**src/shared/sept_pkg.sv**
```systemverilog
// Package: constants for the serial encoder position tracker
package sept_pkg;

  // ----------------------------------------------------------------------
  // Register offsets (byte addresses, one word each)
  // ----------------------------------------------------------------------
  localparam logic [7:0] REG_CTRL      = 8'h00; // Mode and command bits
  localparam logic [7:0] REG_RATIO     = 8'h04; // Units ratio numer/denom
  localparam logic [7:0] REG_POS_LIMIT = 8'h08; // Positive travel limit
  localparam logic [7:0] REG_NEG_LIMIT = 8'h0C; // Negative travel limit
  localparam logic [7:0] REG_HI_COUNT  = 8'h10; // High count limit
  localparam logic [7:0] REG_LO_COUNT  = 8'h14; // Low count limit
  localparam logic [7:0] REG_HOME_POS  = 8'h18; // Home position value
  localparam logic [7:0] REG_SET_POS   = 8'h1C; // Set position value
  localparam logic [7:0] REG_STATUS    = 8'h20; // Status bits
  localparam logic [7:0] REG_ACT_POS   = 8'h24; // Actual position
  localparam logic [7:0] REG_OFFSET    = 8'h28; // Absolute feedback offset
  localparam logic [7:0] REG_RESOL     = 8'h2C; // Counts per revolution
  localparam logic [7:0] REG_TARGET    = 8'h30; // Programmed target

  // ----------------------------------------------------------------------
  // Control register fields
  // ----------------------------------------------------------------------
  localparam int CTRL_ABS      = 0; // Absolute feedback setting
  localparam int CTRL_CONT     = 1; // Continuous axis mode
  localparam int CTRL_HOME_DONE = 2; // Homing complete (write 1 pulse)
  localparam int CTRL_SET_POS  = 3; // Set position command (write 1 pulse)
  localparam int CTRL_HOME_MODE_LO = 4; // Homing mode, 2 bits

  // Status register fields
  localparam int STS_VALID     = 0; // Position valid
  localparam int STS_REFD      = 1; // Encoder referenced
  localparam int STS_OFS_OK    = 2; // Stored offset present
  localparam int STS_BATT_LOST = 3; // Encoder battery lost
  localparam int STS_BATT_LOW  = 4; // Encoder battery low
  localparam int STS_CFG_ERR   = 5; // Last ratio or positive limit write refused
  localparam int STS_HOME_REQ  = 6; // Reference operation required
  localparam int STS_TGT_CLIP  = 7; // Target clipped to travel limits

  // ----------------------------------------------------------------------
  // Reset values and limits
  // ----------------------------------------------------------------------
  localparam logic [31:0] MAX_POS_LIMIT = 32'h007F_FFFF; // +8,388,607
  localparam logic [7:0]  RATIO_MAX_UP  = 8'h08;  // 8:1 at most
  localparam logic [7:0]  RATIO_MAX_DN  = 8'h20;  // 1:32 at most
  localparam logic [31:0] DEF_COUNTS_REV = 32'h0000_2000; // 8192
  localparam logic [31:0] RST_HI_COUNT  = 32'h7FFF_FFFF;
  localparam logic [31:0] RST_LO_COUNT  = 32'h8000_0000;

  // Power-up sequencing states
  typedef enum logic [1:0] {
    SEPT_DIAG,   // Self-diagnostic
    SEPT_QUERY,  // Query encoder referenced status
    SEPT_READ,   // Read encoder absolute position
    SEPT_RUN     // Normal tracking
  } sept_state_t;

  // Last diagnostic timer count; the diagnostic lasts 16 cycles
  localparam logic [3:0] DIAG_CYCLES = 4'hF;

endpackage

```
**src/hw/sept_tracker.sv**
```systemverilog
// Module: serial encoder position tracker with APB register slave
//
// Function
// - Linear: refuse positive limit above 8388607
// - Accept unit ratio only from 8:1 to 1:32
// - Default 8192 counts/rev unless tuning selects
// - Incremental: 8192/rev, marker once per revolution
// - Homing or set position marks axis valid
// - Incremental position wraps between count limits
// - Absolute homing: load home, store offset
// - Absolute set position: load CTRL write word, store offset
// - Stored offset restores position after power cycle
// - Power-up: diagnostic, query status, then read if absolute
// - Absolute position equals encoder plus offset
// - Absolute: rereference after battery loss unpowered
// - Continuous mode: no travel limit imposed
// - Continuous: incremental position rolls over at count limits
`timescale 1ns/10ps

module sept_tracker
  import sept_pkg::*;
#(
  parameter int POS_W = 32 // Position width
) (
  input  wire logic              pclk,
  input  wire logic              presetn,
  input  wire logic              psel,
  input  wire logic              penable,
  input  wire logic              pwrite,
  input  wire logic [7:0]        paddr,
  input  wire logic [31:0]       pwdata,
  output logic [31:0]            prdata,
  output logic                   pready,
  output logic                   pslverr,
  input  wire logic              absolute_data_not_ready,
  input  wire logic [POS_W-1:0]  enc_abs_count,
  input  wire logic              enc_delta_valid,
  input  wire logic              enc_delta_up,
  input  wire logic              enc_marker,
  input  wire logic              enc_batt_lost,
  input  wire logic              enc_batt_low,
  input  wire logic              nv_offset_present,
  input  wire logic [POS_W-1:0]  nv_offset_in,
  output logic                   nv_store,
  output logic [POS_W-1:0]       nv_offset_out,
  output logic [POS_W-1:0]       actual_position,
  output logic                   position_valid
);

  // Elaboration check: the register map is built for 32-bit positions
  if (POS_W != 32) begin : g_width_check
    $error("POS_W must be 32");
  end

  // ----------------------------------------------------------------------
  // Declarations
  // ----------------------------------------------------------------------
  logic              abs_mode_ff;    // Absolute feedback setting
  logic              cont_mode_ff;   // Continuous axis mode
  logic [1:0]        home_mode_ff;   // Homing mode selection
  logic [7:0]        ratio_up_ff;    // Units per count numerator
  logic [7:0]        ratio_dn_ff;    // Units per count denominator
  logic [31:0]       pos_limit_ff;   // Positive travel limit
  logic [31:0]       neg_limit_ff;   // Negative travel limit
  logic [31:0]       hi_count_ff;    // High count limit
  logic [31:0]       lo_count_ff;    // Low count limit
  logic [31:0]       home_pos_ff;    // Home position
  logic [31:0]       set_pos_ff;     // Set position value
  logic [31:0]       resol_ff;       // Counts per revolution
  logic [31:0]       target_ff;      // Clipped programmed target
  logic              cfg_err_ff;     // Refused write flag
  logic              clip_ff;        // Target was clipped
  logic [POS_W-1:0]  offset_ff;      // Absolute feedback offset
  logic              ofs_ok_ff;      // Offset established
  logic [POS_W-1:0]  inc_pos_ff;     // Incremental position
  logic [POS_W-1:0]  rev_cnt_ff;     // Counts within revolution
  logic              valid_ff;       // Position valid
  logic              nv_store_ff;    // Offset store strobe
  logic [31:0]       prdata_ff;      // Read data
  logic              pready_ff;      // Access phase answer
  logic              pslverr_ff;     // Error answer
  sept_state_t       state_ff;       // Power-up sequencer
  logic [3:0]        diag_cnt_ff;    // Diagnostic timer
  logic              home_req_ff;    // Reference required

  logic              wr_en;          // Write in access cycle
  logic              rd_en;          // Read in setup cycle
  logic              home_cmd;       // Homing completion command
  logic              setp_cmd;       // Set position command
  logic [POS_W-1:0]  abs_pos;        // Encoder plus offset
  logic [POS_W-1:0]  nxt_ref_pos;    // Position to load on reference
  logic [POS_W-1:0]  nxt_inc_pos;    // Next incremental position
  logic              refd;           // Encoder referenced
  logic              addr_ok;        // Mapped address

  // Read data is captured in setup so it stands in the access cycle;
  // writes land only at the access edge where the master samples ready
  assign wr_en    = psel & penable & pwrite & pready_ff;
  assign rd_en    = psel & ~penable & ~pwrite;
  assign refd     = ~absolute_data_not_ready;
  assign home_cmd = wr_en && paddr == REG_CTRL && pwdata[CTRL_HOME_DONE];
  assign setp_cmd = wr_en && paddr == REG_CTRL && pwdata[CTRL_SET_POS];
  assign abs_pos  = enc_abs_count + offset_ff;
  assign nxt_ref_pos = home_cmd ? home_pos_ff : pwdata;
  assign addr_ok  = paddr[1:0] == 2'b00 && paddr <= REG_TARGET;

  // ----------------------------------------------------------------------
  // Incremental wrap between count limits
  // ----------------------------------------------------------------------
  always_comb begin
    nxt_inc_pos = inc_pos_ff;
    if (enc_delta_valid) begin
      if (enc_delta_up) begin
        // Wrap high to low
        if ($signed(inc_pos_ff) >= $signed(hi_count_ff)) begin
          nxt_inc_pos = lo_count_ff;
        end else begin
          nxt_inc_pos = inc_pos_ff + 32'h0000_0001;
        end
      end else begin
        // Wrap low to high
        if ($signed(inc_pos_ff) <= $signed(lo_count_ff)) begin
          nxt_inc_pos = hi_count_ff;
        end else begin
          nxt_inc_pos = inc_pos_ff - 32'h0000_0001;
        end
      end
    end
  end

  // ----------------------------------------------------------------------
  // Configuration registers
  // ----------------------------------------------------------------------
  always_ff @(posedge pclk or negedge presetn) begin
    if (!presetn) begin
      abs_mode_ff  <= 1'b0;
      cont_mode_ff <= 1'b0;
      home_mode_ff <= 2'h0;
      ratio_up_ff  <= 8'h01;
      ratio_dn_ff  <= 8'h01;
      pos_limit_ff <= MAX_POS_LIMIT;
      neg_limit_ff <= 32'hFF80_0001;
      hi_count_ff  <= RST_HI_COUNT;
      lo_count_ff  <= RST_LO_COUNT;
      home_pos_ff  <= 32'h0000_0000;
      set_pos_ff   <= 32'h0000_0000;
      resol_ff     <= DEF_COUNTS_REV;
      cfg_err_ff   <= 1'b0;
    end else if (wr_en) begin
      if (paddr == REG_CTRL) begin
        abs_mode_ff  <= pwdata[CTRL_ABS];
        cont_mode_ff <= pwdata[CTRL_CONT];
        home_mode_ff <= pwdata[CTRL_HOME_MODE_LO +: 2];
      end else if (paddr == REG_RATIO) begin
        // Either side must be 1 and other within 8 up or 32 down
        if ((pwdata[15:8] == 8'h01 && pwdata[7:0] != 8'h00 &&
             pwdata[7:0] <= RATIO_MAX_UP) ||
            (pwdata[7:0] == 8'h01 && pwdata[15:8] != 8'h00 &&
             pwdata[15:8] <= RATIO_MAX_DN)) begin
          ratio_up_ff <= pwdata[7:0];
          ratio_dn_ff <= pwdata[15:8];
          cfg_err_ff  <= 1'b0;
        end else begin
          cfg_err_ff  <= 1'b1;
        end
      end else if (paddr == REG_POS_LIMIT) begin
        // Linear mode refuses values above the limit
        if (!cont_mode_ff && $signed(pwdata) > $signed(MAX_POS_LIMIT)) begin
          cfg_err_ff   <= 1'b1;
        end else begin
          pos_limit_ff <= pwdata;
          cfg_err_ff   <= 1'b0;
        end
      end else if (paddr == REG_NEG_LIMIT) begin
        neg_limit_ff <= pwdata;
      end else if (paddr == REG_HI_COUNT) begin
        hi_count_ff  <= pwdata;
      end else if (paddr == REG_LO_COUNT) begin
        lo_count_ff  <= pwdata;
      end else if (paddr == REG_HOME_POS) begin
        home_pos_ff  <= pwdata;
      end else if (paddr == REG_SET_POS) begin
        set_pos_ff   <= pwdata;
      end else if (paddr == REG_RESOL) begin
        // Tuning selects another resolution; zero restores the default
        resol_ff <= (pwdata == 32'h0) ? DEF_COUNTS_REV : pwdata;
      end
    end
  end

  // ----------------------------------------------------------------------
  // Programmed target bounded by travel limits in linear mode
  // ----------------------------------------------------------------------
  always_ff @(posedge pclk or negedge presetn) begin
    if (!presetn) begin
      target_ff <= 32'h0000_0000;
      clip_ff   <= 1'b0;
    end else if (wr_en && paddr == REG_TARGET) begin
      if (cont_mode_ff) begin
        target_ff <= pwdata;
        clip_ff   <= 1'b0;
      end else if ($signed(pwdata) > $signed(pos_limit_ff)) begin
        target_ff <= pos_limit_ff;
        clip_ff   <= 1'b1;
      end else if ($signed(pwdata) < $signed(neg_limit_ff)) begin
        target_ff <= neg_limit_ff;
        clip_ff   <= 1'b1;
      end else begin
        target_ff <= pwdata;
        clip_ff   <= 1'b0;
      end
    end
  end

  // ----------------------------------------------------------------------
  // Power-up sequencer
  // ----------------------------------------------------------------------
  always_ff @(posedge pclk or negedge presetn) begin
    if (!presetn) begin
      state_ff    <= SEPT_DIAG;
      diag_cnt_ff <= 4'h0;
    end else begin
      case (state_ff)
        SEPT_DIAG: begin
          // Self-diagnostic before touching the encoder
          diag_cnt_ff <= diag_cnt_ff + 4'h1;
          if (diag_cnt_ff == DIAG_CYCLES) begin
            state_ff <= SEPT_QUERY;
          end
        end
        SEPT_QUERY: begin
          // Read position only once encoder says referenced
          if (!abs_mode_ff) begin
            state_ff <= SEPT_RUN;
          end else if (refd) begin
            state_ff <= SEPT_READ;
          end
        end
        SEPT_READ: begin
          state_ff <= SEPT_RUN;
        end
        default: begin
          state_ff <= SEPT_RUN;
        end
      endcase
    end
  end

  // ----------------------------------------------------------------------
  // Offset store and reference requirement
  // ----------------------------------------------------------------------
  always_ff @(posedge pclk or negedge presetn) begin
    if (!presetn) begin
      offset_ff   <= '0;
      ofs_ok_ff   <= 1'b0;
      nv_store_ff <= 1'b0;
      home_req_ff <= 1'b1;
    end else begin
      nv_store_ff <= 1'b0;
      if (abs_mode_ff && (home_cmd || setp_cmd) && refd) begin
        // Offset that makes encoder count read as the loaded value
        offset_ff   <= nxt_ref_pos - enc_abs_count;
        ofs_ok_ff   <= 1'b1;
        nv_store_ff <= 1'b1;
        home_req_ff <= 1'b0;
      end else if (state_ff == SEPT_READ) begin
        // Restore stored offset; it counts as valid only if the battery stayed on
        offset_ff   <= nv_offset_in;
        ofs_ok_ff   <= nv_offset_present & ~enc_batt_lost;
        home_req_ff <= ~nv_offset_present | enc_batt_lost;
      end else if (abs_mode_ff && enc_batt_lost) begin
        ofs_ok_ff   <= 1'b0;
        home_req_ff <= 1'b1;
      end
    end
  end

  // ----------------------------------------------------------------------
  // Incremental position and marker tracking
  // ----------------------------------------------------------------------
  always_ff @(posedge pclk or negedge presetn) begin
    if (!presetn) begin
      inc_pos_ff <= '0;
      rev_cnt_ff <= '0;
    end else begin
      if (home_cmd || setp_cmd) begin
        inc_pos_ff <= nxt_ref_pos;
      end else begin
        inc_pos_ff <= nxt_inc_pos;
      end
      // Marker equivalent aligns the revolution counter
      if (enc_marker) begin
        rev_cnt_ff <= '0;
      end else if (enc_delta_valid) begin
        if (enc_delta_up) begin
          rev_cnt_ff <= (rev_cnt_ff == resol_ff - 32'h1) ? '0
                        : rev_cnt_ff + 32'h1;
        end else begin
          rev_cnt_ff <= (rev_cnt_ff == '0) ? resol_ff - 32'h1
                        : rev_cnt_ff - 32'h1;
        end
      end
    end
  end

  // ----------------------------------------------------------------------
  // Position valid
  // ----------------------------------------------------------------------
  always_ff @(posedge pclk or negedge presetn) begin
    if (!presetn) begin
      valid_ff <= 1'b0;
    end else if (abs_mode_ff) begin
      if (!refd || !ofs_ok_ff) begin
        valid_ff <= 1'b0;
      end else if (state_ff == SEPT_RUN) begin
        valid_ff <= 1'b1;
      end
    end else if (home_cmd || setp_cmd) begin
      valid_ff <= 1'b1;
    end
  end

  // ----------------------------------------------------------------------
  // APB slave answer
  // ----------------------------------------------------------------------
  always_ff @(posedge pclk or negedge presetn) begin
    if (!presetn) begin
      prdata_ff  <= 32'h0000_0000;
      pready_ff  <= 1'b0;
      pslverr_ff <= 1'b0;
    end else begin
      pready_ff  <= psel & ~penable;
      pslverr_ff <= psel & ~penable & ~addr_ok;
      if (rd_en) begin
        if (paddr == REG_CTRL) begin
          prdata_ff <= {26'h0, home_mode_ff, 2'b00, cont_mode_ff,
                        abs_mode_ff};
        end else if (paddr == REG_RATIO) begin
          prdata_ff <= {16'h0, ratio_dn_ff, ratio_up_ff};
        end else if (paddr == REG_POS_LIMIT) begin
          prdata_ff <= pos_limit_ff;
        end else if (paddr == REG_NEG_LIMIT) begin
          prdata_ff <= neg_limit_ff;
        end else if (paddr == REG_HI_COUNT) begin
          prdata_ff <= hi_count_ff;
        end else if (paddr == REG_LO_COUNT) begin
          prdata_ff <= lo_count_ff;
        end else if (paddr == REG_HOME_POS) begin
          prdata_ff <= home_pos_ff;
        end else if (paddr == REG_SET_POS) begin
          prdata_ff <= set_pos_ff;
        end else if (paddr == REG_STATUS) begin
          // Battery flags come straight from the encoder
          prdata_ff <= {24'h0, clip_ff, home_req_ff, cfg_err_ff,
                        enc_batt_low, enc_batt_lost, ofs_ok_ff, refd,
                        valid_ff};
        end else if (paddr == REG_ACT_POS) begin
          prdata_ff <= actual_position;
        end else if (paddr == REG_OFFSET) begin
          prdata_ff <= offset_ff;
        end else if (paddr == REG_RESOL) begin
          prdata_ff <= resol_ff;
        end else if (paddr == REG_TARGET) begin
          prdata_ff <= target_ff;
        end else begin
          prdata_ff <= 32'h0000_0000;
        end
      end
    end
  end

  // ----------------------------------------------------------------------
  // Registered position outputs
  // ----------------------------------------------------------------------
  always_ff @(posedge pclk or negedge presetn) begin
    if (!presetn) begin
      actual_position <= '0;
    end else if (abs_mode_ff) begin
      actual_position <= abs_pos;
    end else begin
      actual_position <= inc_pos_ff;
    end
  end

  assign prdata         = prdata_ff;
  assign pready         = pready_ff;
  assign pslverr        = pslverr_ff;
  assign nv_store       = nv_store_ff;
  assign nv_offset_out  = offset_ff;
  assign position_valid = valid_ff;

endmodule

```
**config.mk**
```make
export PLATFORM = sky130hd
export DESIGN_NAME = sept_tracker
export DESIGN_NICKNAME = d
export VERILOG_FILES = /design/src/shared/sept_pkg.sv /design/src/hw/sept_tracker.sv
export SDC_FILE = /design/constraint.sdc
export NUM_CORES = 1
export LEC_CHECK = 0
export BUFFER_PORTS_ARGS = -buffer_cell sky130_fd_sc_hd__buf_2
export CELL_PAD_IN_SITES_DETAIL_PLACEMENT = 2
export CELL_PAD_IN_SITES_GLOBAL_PLACEMENT = 2
export CORE_MARGIN = 2
export CORE_UTILIZATION = 40
export CTS_BUF_LIST = sky130_fd_sc_hd__clkbuf_8
export DETAILED_ROUTE_END_ITERATION = 12
export PLACE_DENSITY = 0.85
export SLEW_MARGIN = 20
export SYNTH_ARGS = -nofsm -noshare
export SYNTH_HDL_FRONTEND = slang
export SYNTH_SLANG_ARGS = --single-unit
export TNS_END_PERCENT = 30
```
**constraint.sdc**
```tcl
create_clock -name pclk -period 4.4 [get_ports pclk]
set_input_delay 0.22 -clock pclk [delete_from_list [all_inputs] [get_ports pclk]]
set_output_delay 0.22 -clock pclk [all_outputs]
set_load 0.1 [all_outputs]
```
Yosys cells after proc, flatten, opt, wreduce, memory -nomap -nowiden
Index checks and enable logic that the tools add are counted.
- register bits: 418
- input bits: 116
- output and inout bits: 100
- logic and storage cells: 173
- add/subtract/negate cells: 5
- magnitude comparators: 8
- equality and inequality tests: 21
- mux-type cells: 48
- bitwise gates (word level): 23
- reduce and logical (&&, ||, !) cells: 41
- operator list (operator ; count):
    32-bit 2-to-1 mux ; 26
    8-bit by 6-bit equality test with 1-bit output (second input constant) ; 5
    32-bit by 1-bit adder with 32-bit output (second input constant) ; 1
    32-bit adder ; 1
    8-bit by 5-bit equality test with 1-bit output (second input constant) ; 4
    32-bit >= comparator ; 1
    32-bit by 24-bit greater-than comparator with 1-bit output (second input constant) ; 1
    32-bit greater-than comparator ; 1
    32-bit less-or-equal comparator ; 1
    32-bit logical NOT ; 1
    32-bit < comparator ; 1
    32-bit by 1-bit subtractor with 32-bit output (second input constant) ; 1
    32-bit subtractor ; 1
    1-bit 2-to-1 mux ; 18
    8-bit by 1-bit equality test with 1-bit output (second input constant) ; 2
    8-bit by 4-bit equality test with 1-bit output (second input constant) ; 2
    8-bit by 6-bit less-or-equal comparator with 1-bit output (second input constant) ; 2
    8-bit nonzero test ; 2
    1-bit inverter ; 15
    1-bit logical AND ; 13
    10-bit AND reduction ; 1
    5-bit AND reduction ; 2
    9-bit AND reduction ; 1
    8-bit by 3-bit equality test with 1-bit output (second input constant) ; 1
    other kinds (24) ; 42

Longest topological paths before layout
- depth after elaboration: 14
- mapped depth: 19
- depth with buffers taken out: 18

Worst setup path after synthesis
Ideal clock, no wire load.
- path kind: reg-to-reg
- start point: register pready_ff (netlist: pready)
- end point: register offset_ff[30] (netlist: nv_offset_out[30])
- data arrival time: 4678 ps
- data required time: 4277 ps
- path slack: -402 ps
- stages on the path, launching flop included: 18
- buffers on the path: 2
- clock period less this slack: 4802 ps
- cells stage by stage: dfrtp_1 -> nand4_1 -> nor2_1 -> nand2_1 -> buf_1 -> mux2_2 -> ha_1 -> clkbuf_1 -> nand2_1 -> o21ai_0 -> a22oi_1 -> a311oi_1 -> nor4_1 -> o41ai_1 -> o21ai_0 -> a21oi_1 -> o2111a_1 -> nor3_1
- word-level cells in the longest chain between the ends: 7
- elaborated cells on any way between the ends: 11
- ends and longest elaborated chain (item ; RTL line ; text):
    from (decl) ; sept_tracker.sv:80 ; logic pready_ff;
    from (signal assigned) ; sept_tracker.sv:332 ; pready_ff <= psel & ~penable;
    1-bit bitwise AND * ; sept_tracker.sv:98 ; assign wr_en = psel & penable & pwrite & pready_ff;
    1-bit logical AND * ; sept_tracker.sv:101, sept_tracker.sv:102 ;
    parallel branches: the longest is 5 deep, another holds 32-bit subtractor ; n/a ;
    to (signal assigned) ; sept_tracker.sv:262 ; offset_ff <= nxt_ref_pos - enc_abs_count;
    to (signal assigned) ; sept_tracker.sv:268 ; offset_ff <= nv_offset_in;
    to (decl) ; sept_tracker.sv:73 ; logic [POS_W-1:0] offset_ff;
Every way passes the cells marked *.
A chain may end at the register's enable or synchronous reset.

Worst setup path in the final report
- start point: register offset_ff[0] (netlist: nv_offset_out[0])
- end point: register actual_position[30]
- word-level cells in the longest chain between the ends: 2
- ends and longest elaborated chain (item ; RTL line ; text):
    32-bit adder ; sept_tracker.sv:103 ; assign abs_pos = enc_abs_count + offset_ff;
    32-bit 2-to-1 mux ; sept_tracker.sv:378 ; end else if (abs_mode_ff) begin
    to (signal assigned) ; sept_tracker.sv:379 ; actual_position <= abs_pos;
    to (signal assigned) ; sept_tracker.sv:381 ; actual_position <= inc_pos_ff;
    to (decl) ; sept_tracker.sv:46 ; output logic [POS_W-1:0] actual_position,
Every way passes these cells.

==> flow_metrics.env <==
export IMPL_place_area_mm2=0.0301
export IMPL_synth_warnings=0
export IMPL_ys_seq_area_share_pct=38.5
export IMPL_track_usage_pct=39.9
export IMPL_drive_gt1_share_pct=26.9
export IMPL_rows=95
export IMPL_power_internal_mw=7.89
export IMPL_finish_net_count=3496
export IMPL_cellLeakagePower_nw=14.9
export IMPL_critPathArrivalTime_ns=4.80
export IMPL_switchingPower_mw=6.22
export IMPL_syn_area_mm2=0.0274
export IMPL_postLayoutCoreUtil_pct=48.1
export IMPL_insertion_delay_ns=0.75
export IMPL_worstPathRequired_ns=4.90
export IMPL_slew_headroom_pct=24.5
export IMPL_final_cell_mix="347 x dfrtp_1, 266 x mux2_2, 216 x inv_1"
export IMPL_synth_ff_latch_count=418
export IMPL_pre_cts_ws_ns=-0.356
export IMPL_status="finished clean"
export IMPL_hold_viol=0
export IMPL_worst_slack_ns=0.0992
export IMPL_synth_cell_type_count=73
export IMPL_grt_max_degree=159
export IMPL_postLayoutCellArea_mm2=0.0324
export IMPL_hp_class="input port to flip-flop"
export IMPL_setup_viol=0
export IMPL_r2r_slack_ns=0.1
export IMPL_gp_congestion=0.946
export IMPL_htree_levels=3
export IMPL_die_height_um=266
export IMPL_irDropWorstVdd_mv=0.278
export IMPL_vias_per_cell=6.74
export IMPL_cp_num_buf_inv=1
export IMPL_p_comb_share_pct=35.8
export IMPL_cts_tree="done"
export IMPL_cp_end_kind="flip-flop"
export IMPL_clk_pin_slew_ns=0.07
export IMPL_max_stage_delay_ns=0.50
export IMPL_crit_family="compound AO/OA/AOI/OAI gates"
export IMPL_cp_cell_sequence="ha_1, inv_1, fa_1, nor2b_1, o31a_1, o22a_1, o211ai_1, o21ai_0, a21oi_1, nor4_1, o211ai_1, xor2_1, a21oi_1"
export IMPL_maxCapViolCount=0
export IMPL_die_x_um=266
export IMPL_fmax_mhz=233
export IMPL_layout_commonest_cell="dfrtp_1"
export IMPL_slew_viol_final=0
export IMPL_async_reset_ff_share_pct=100
export IMPL_synth_area_per_cell_um2=9.54
export IMPL_p_clk_share_pct=30.1
export IMPL_synth_ff_type="dfrtp_1"
export IMPL_path_max_fanout=4
export IMPL_worstSetupStartpointType="flip-flop"
export IMPL_drt_iter0_drc=3466
export IMPL_vias=27800
export IMPL_cts_made_buffers=81
export IMPL_worst_pin_slew_ns=1.13
export IMPL_p_per_area_mw_per_mm2=435
export IMPL_min_period_over_period_pct=97.7
export IMPL_antenna_found_initial=14
export IMPL_wl_mm=143
export IMPL_crit_type="flip-flop to flip-flop"
export IMPL_fillers=6984
export IMPL_cts_sinks=418
export IMPL_wl_per_cell_um=34.7
export IMPL_pwr_share_seq_pct=34.1
export IMPL_ant_nets=0
export IMPL_overflow=0
export IMPL_core_area_mm2=0.0674
export IMPL_slowest_stage="dfrtp_1"
export IMPL_clockRootBuffer="clkbuf_8"
export IMPL_finalClockSkew_ns=0.0788
export IMPL_ioPinCount=216
export IMPL_cts_buffer_depth=3
export IMPL_synth_nets=3177
export IMPL_grt_pass1_wl_mm=210
export IMPL_dp_hpwl_mm=93.8
export IMPL_portBuffers=214
export IMPL_start_util_pct=40.6
export IMPL_dr_pass1_iters=8
export IMPL_period_needed_ns=4.30
export IMPL_area_growth_syn_to_layout_pct=18.6
export IMPL_synth_cells=2867
export IMPL_dieArea_mm2=0.0705
export IMPL_grt_pass1_vias=30300
export IMPL_swShare_pct=44.1
export IMPL_drc_errors=0
export IMPL_synth_edf_count=0
[synthesized netlist by cell type, types with 27 or more instances]
cell type | n | area [um2]
a221oi_1 | 31 | 272
mux2i_1 | 43 | 430
dfrtp_1 | 349 | 8730
xor2_1 | 47 | 412
ha_1 | 192 | 2400
nor3_1 | 36 | 180
mux2_2 | 266 | 3000
nand2b_1 | 27 | 169
o22ai_1 | 47 | 294
a22oi_1 | 39 | 293
nand2_1 | 212 | 796
a211oi_1 | 45 | 338
inv_1 | 177 | 664
xnor2_1 | 64 | 561
a21oi_1 | 172 | 861
dfstp_2 | 69 | 1810
a31oi_1 | 47 | 294
a222oi_1 | 28 | 280
o21ai_0 | 170 | 851
nor2_1 | 171 | 642
a21o_1 | 52 | 390
nand3_1 | 45 | 225
a22o_1 | 37 | 324
nand4_1 | 27 | 169
clkbuf_1 | 164 | 616
[sequential cells by signal (all words and copies together), names as in the netlist, 2 cells and up]
register / flops
nv_offset_out: 32
lo_count_ff: 32
resol_ff: 32
home_mode_ff: 2
home_pos_ff: 32
ratio_up_ff: 8
inc_pos_ff: 32
pos_limit_ff: 32
state_ff: 2
neg_limit_ff: 32
hi_count_ff: 32
diag_cnt_ff: 4
actual_position: 32
target_ff: 32
ratio_dn_ff: 8
prdata: 32
set_pos_ff: 32
[power by group through the flow]
stage | sequential (mW) | combinational (mW) | clock (mW)
floorplan | 5.47 | 2.27 | 0
global placement | 4.79 | 4.45 | 0
detailed placement | 4.81 | 4.69 | 0
CTS | 4.75 | 4.85 | 4.16
global route | 4.81 | 5.32 | 4.42
finish | 4.81 | 5.06 | 4.24
[metal layers]
metal / track usage, % / routed length [um]
met1: 51.5 / 57500
met2: 62.5 / 64300
met3: 10.2 / 13800
met4: 19.2 / 7560
met5: 0 / 127
[cells by family after synthesis]
group	Yosys count	share of synthesized area, %
adders and majority gates	194	8.93
AOI/OAI and AO/OA	814	20.0
and+or+nand+nor	656	11.4
xor gates and xnor gates	111	3.55
buffers and inverters	365	5.08
muxes	309	12.5
DFF	418	38.5
[through the flow]
| stage | setup TNS, ns | total power, mW | hold WS (ns) | cells |
|---|---|---|---|---|
| finish | 0 | 14.1 | 0.0181 | 4131 |
| global route | -0.0420 | 14.5 | 0.0144 | 4129 |
| CTS | 0 | 13.8 | 0.00183 | 4126 |
| detailed placement | -2.10 | 9.50 | 0.236 | 3918 |
| global placement | -0.136 | 9.24 | 0.230 | 3918 |
| floorplan | 0 | 7.74 | -0.0756 | 2867 |
[worst register-to-register path, cell delays in order, from the launching register on]
cell and delay (ns):
dfrtp_1 0.50, ha_1 0.27, inv_1 0.11, fa_1 0.43
nor2b_1 0.28, o31a_1 0.26, o22a_1 0.24, o211ai_1 0.17
o21ai_0 0.43, a21oi_1 0.28, nor4_1 0.48, o211ai_1 0.19
xor2_1 0.29, a21oi_1 0.14
[layout make-up]
type / instances / area [um2] / share of cell area (%)
Multi-Input combinational cell: 2084 / 15600 / 48.1
Sequential cell: 418 / 10500 / 32.5
Timing Repair Buffer: 422 / 2880 / 8.89
Clock buffer: 102 / 1400 / 4.33
Tap cell: 873 / 1090 / 3.37
Inverter: 179 / 672 / 2.07
Clock inverter: 50 / 245 / 0.756
Antenna cell: 3 / 7.51 / 0.0231
[path summary, 6_finish.rpt]
kind                                         startpoint                            end  cells after the start
setup / recovery           nv_offset_out[0]$_DFFE_PN0P_  actual_position[30]$_DFF_PN0_                     13
hold / removal                          enc_delta_valid     inc_pos_ff[24]$_DFFE_PN0P_                      3
setup reg to reg           nv_offset_out[0]$_DFFE_PN0P_  actual_position[30]$_DFF_PN0_                     13
hold reg to reg                  prdata[24]$_DFFE_PN0P_         prdata[24]$_DFFE_PN0P_                      2
max in group asynchronous                       presetn  nv_offset_out[29]$_DFFE_PN0P_                      3
min in group asynchronous                       presetn          prdata[3]$_DFFE_PN0P_                      2
[what timing repair did]
item / 4_1_cts / 5_1_grt
hold buffers: 56 / 0
pin swaps: 2 / 6
buffers inserted: 0 / 2
endpoints found under the setup margin: 1 / 26
endpoints found under the hold margin: 146 / 0
gates resized for setup: 3 / 14
(Power assumes the default switching activity.)
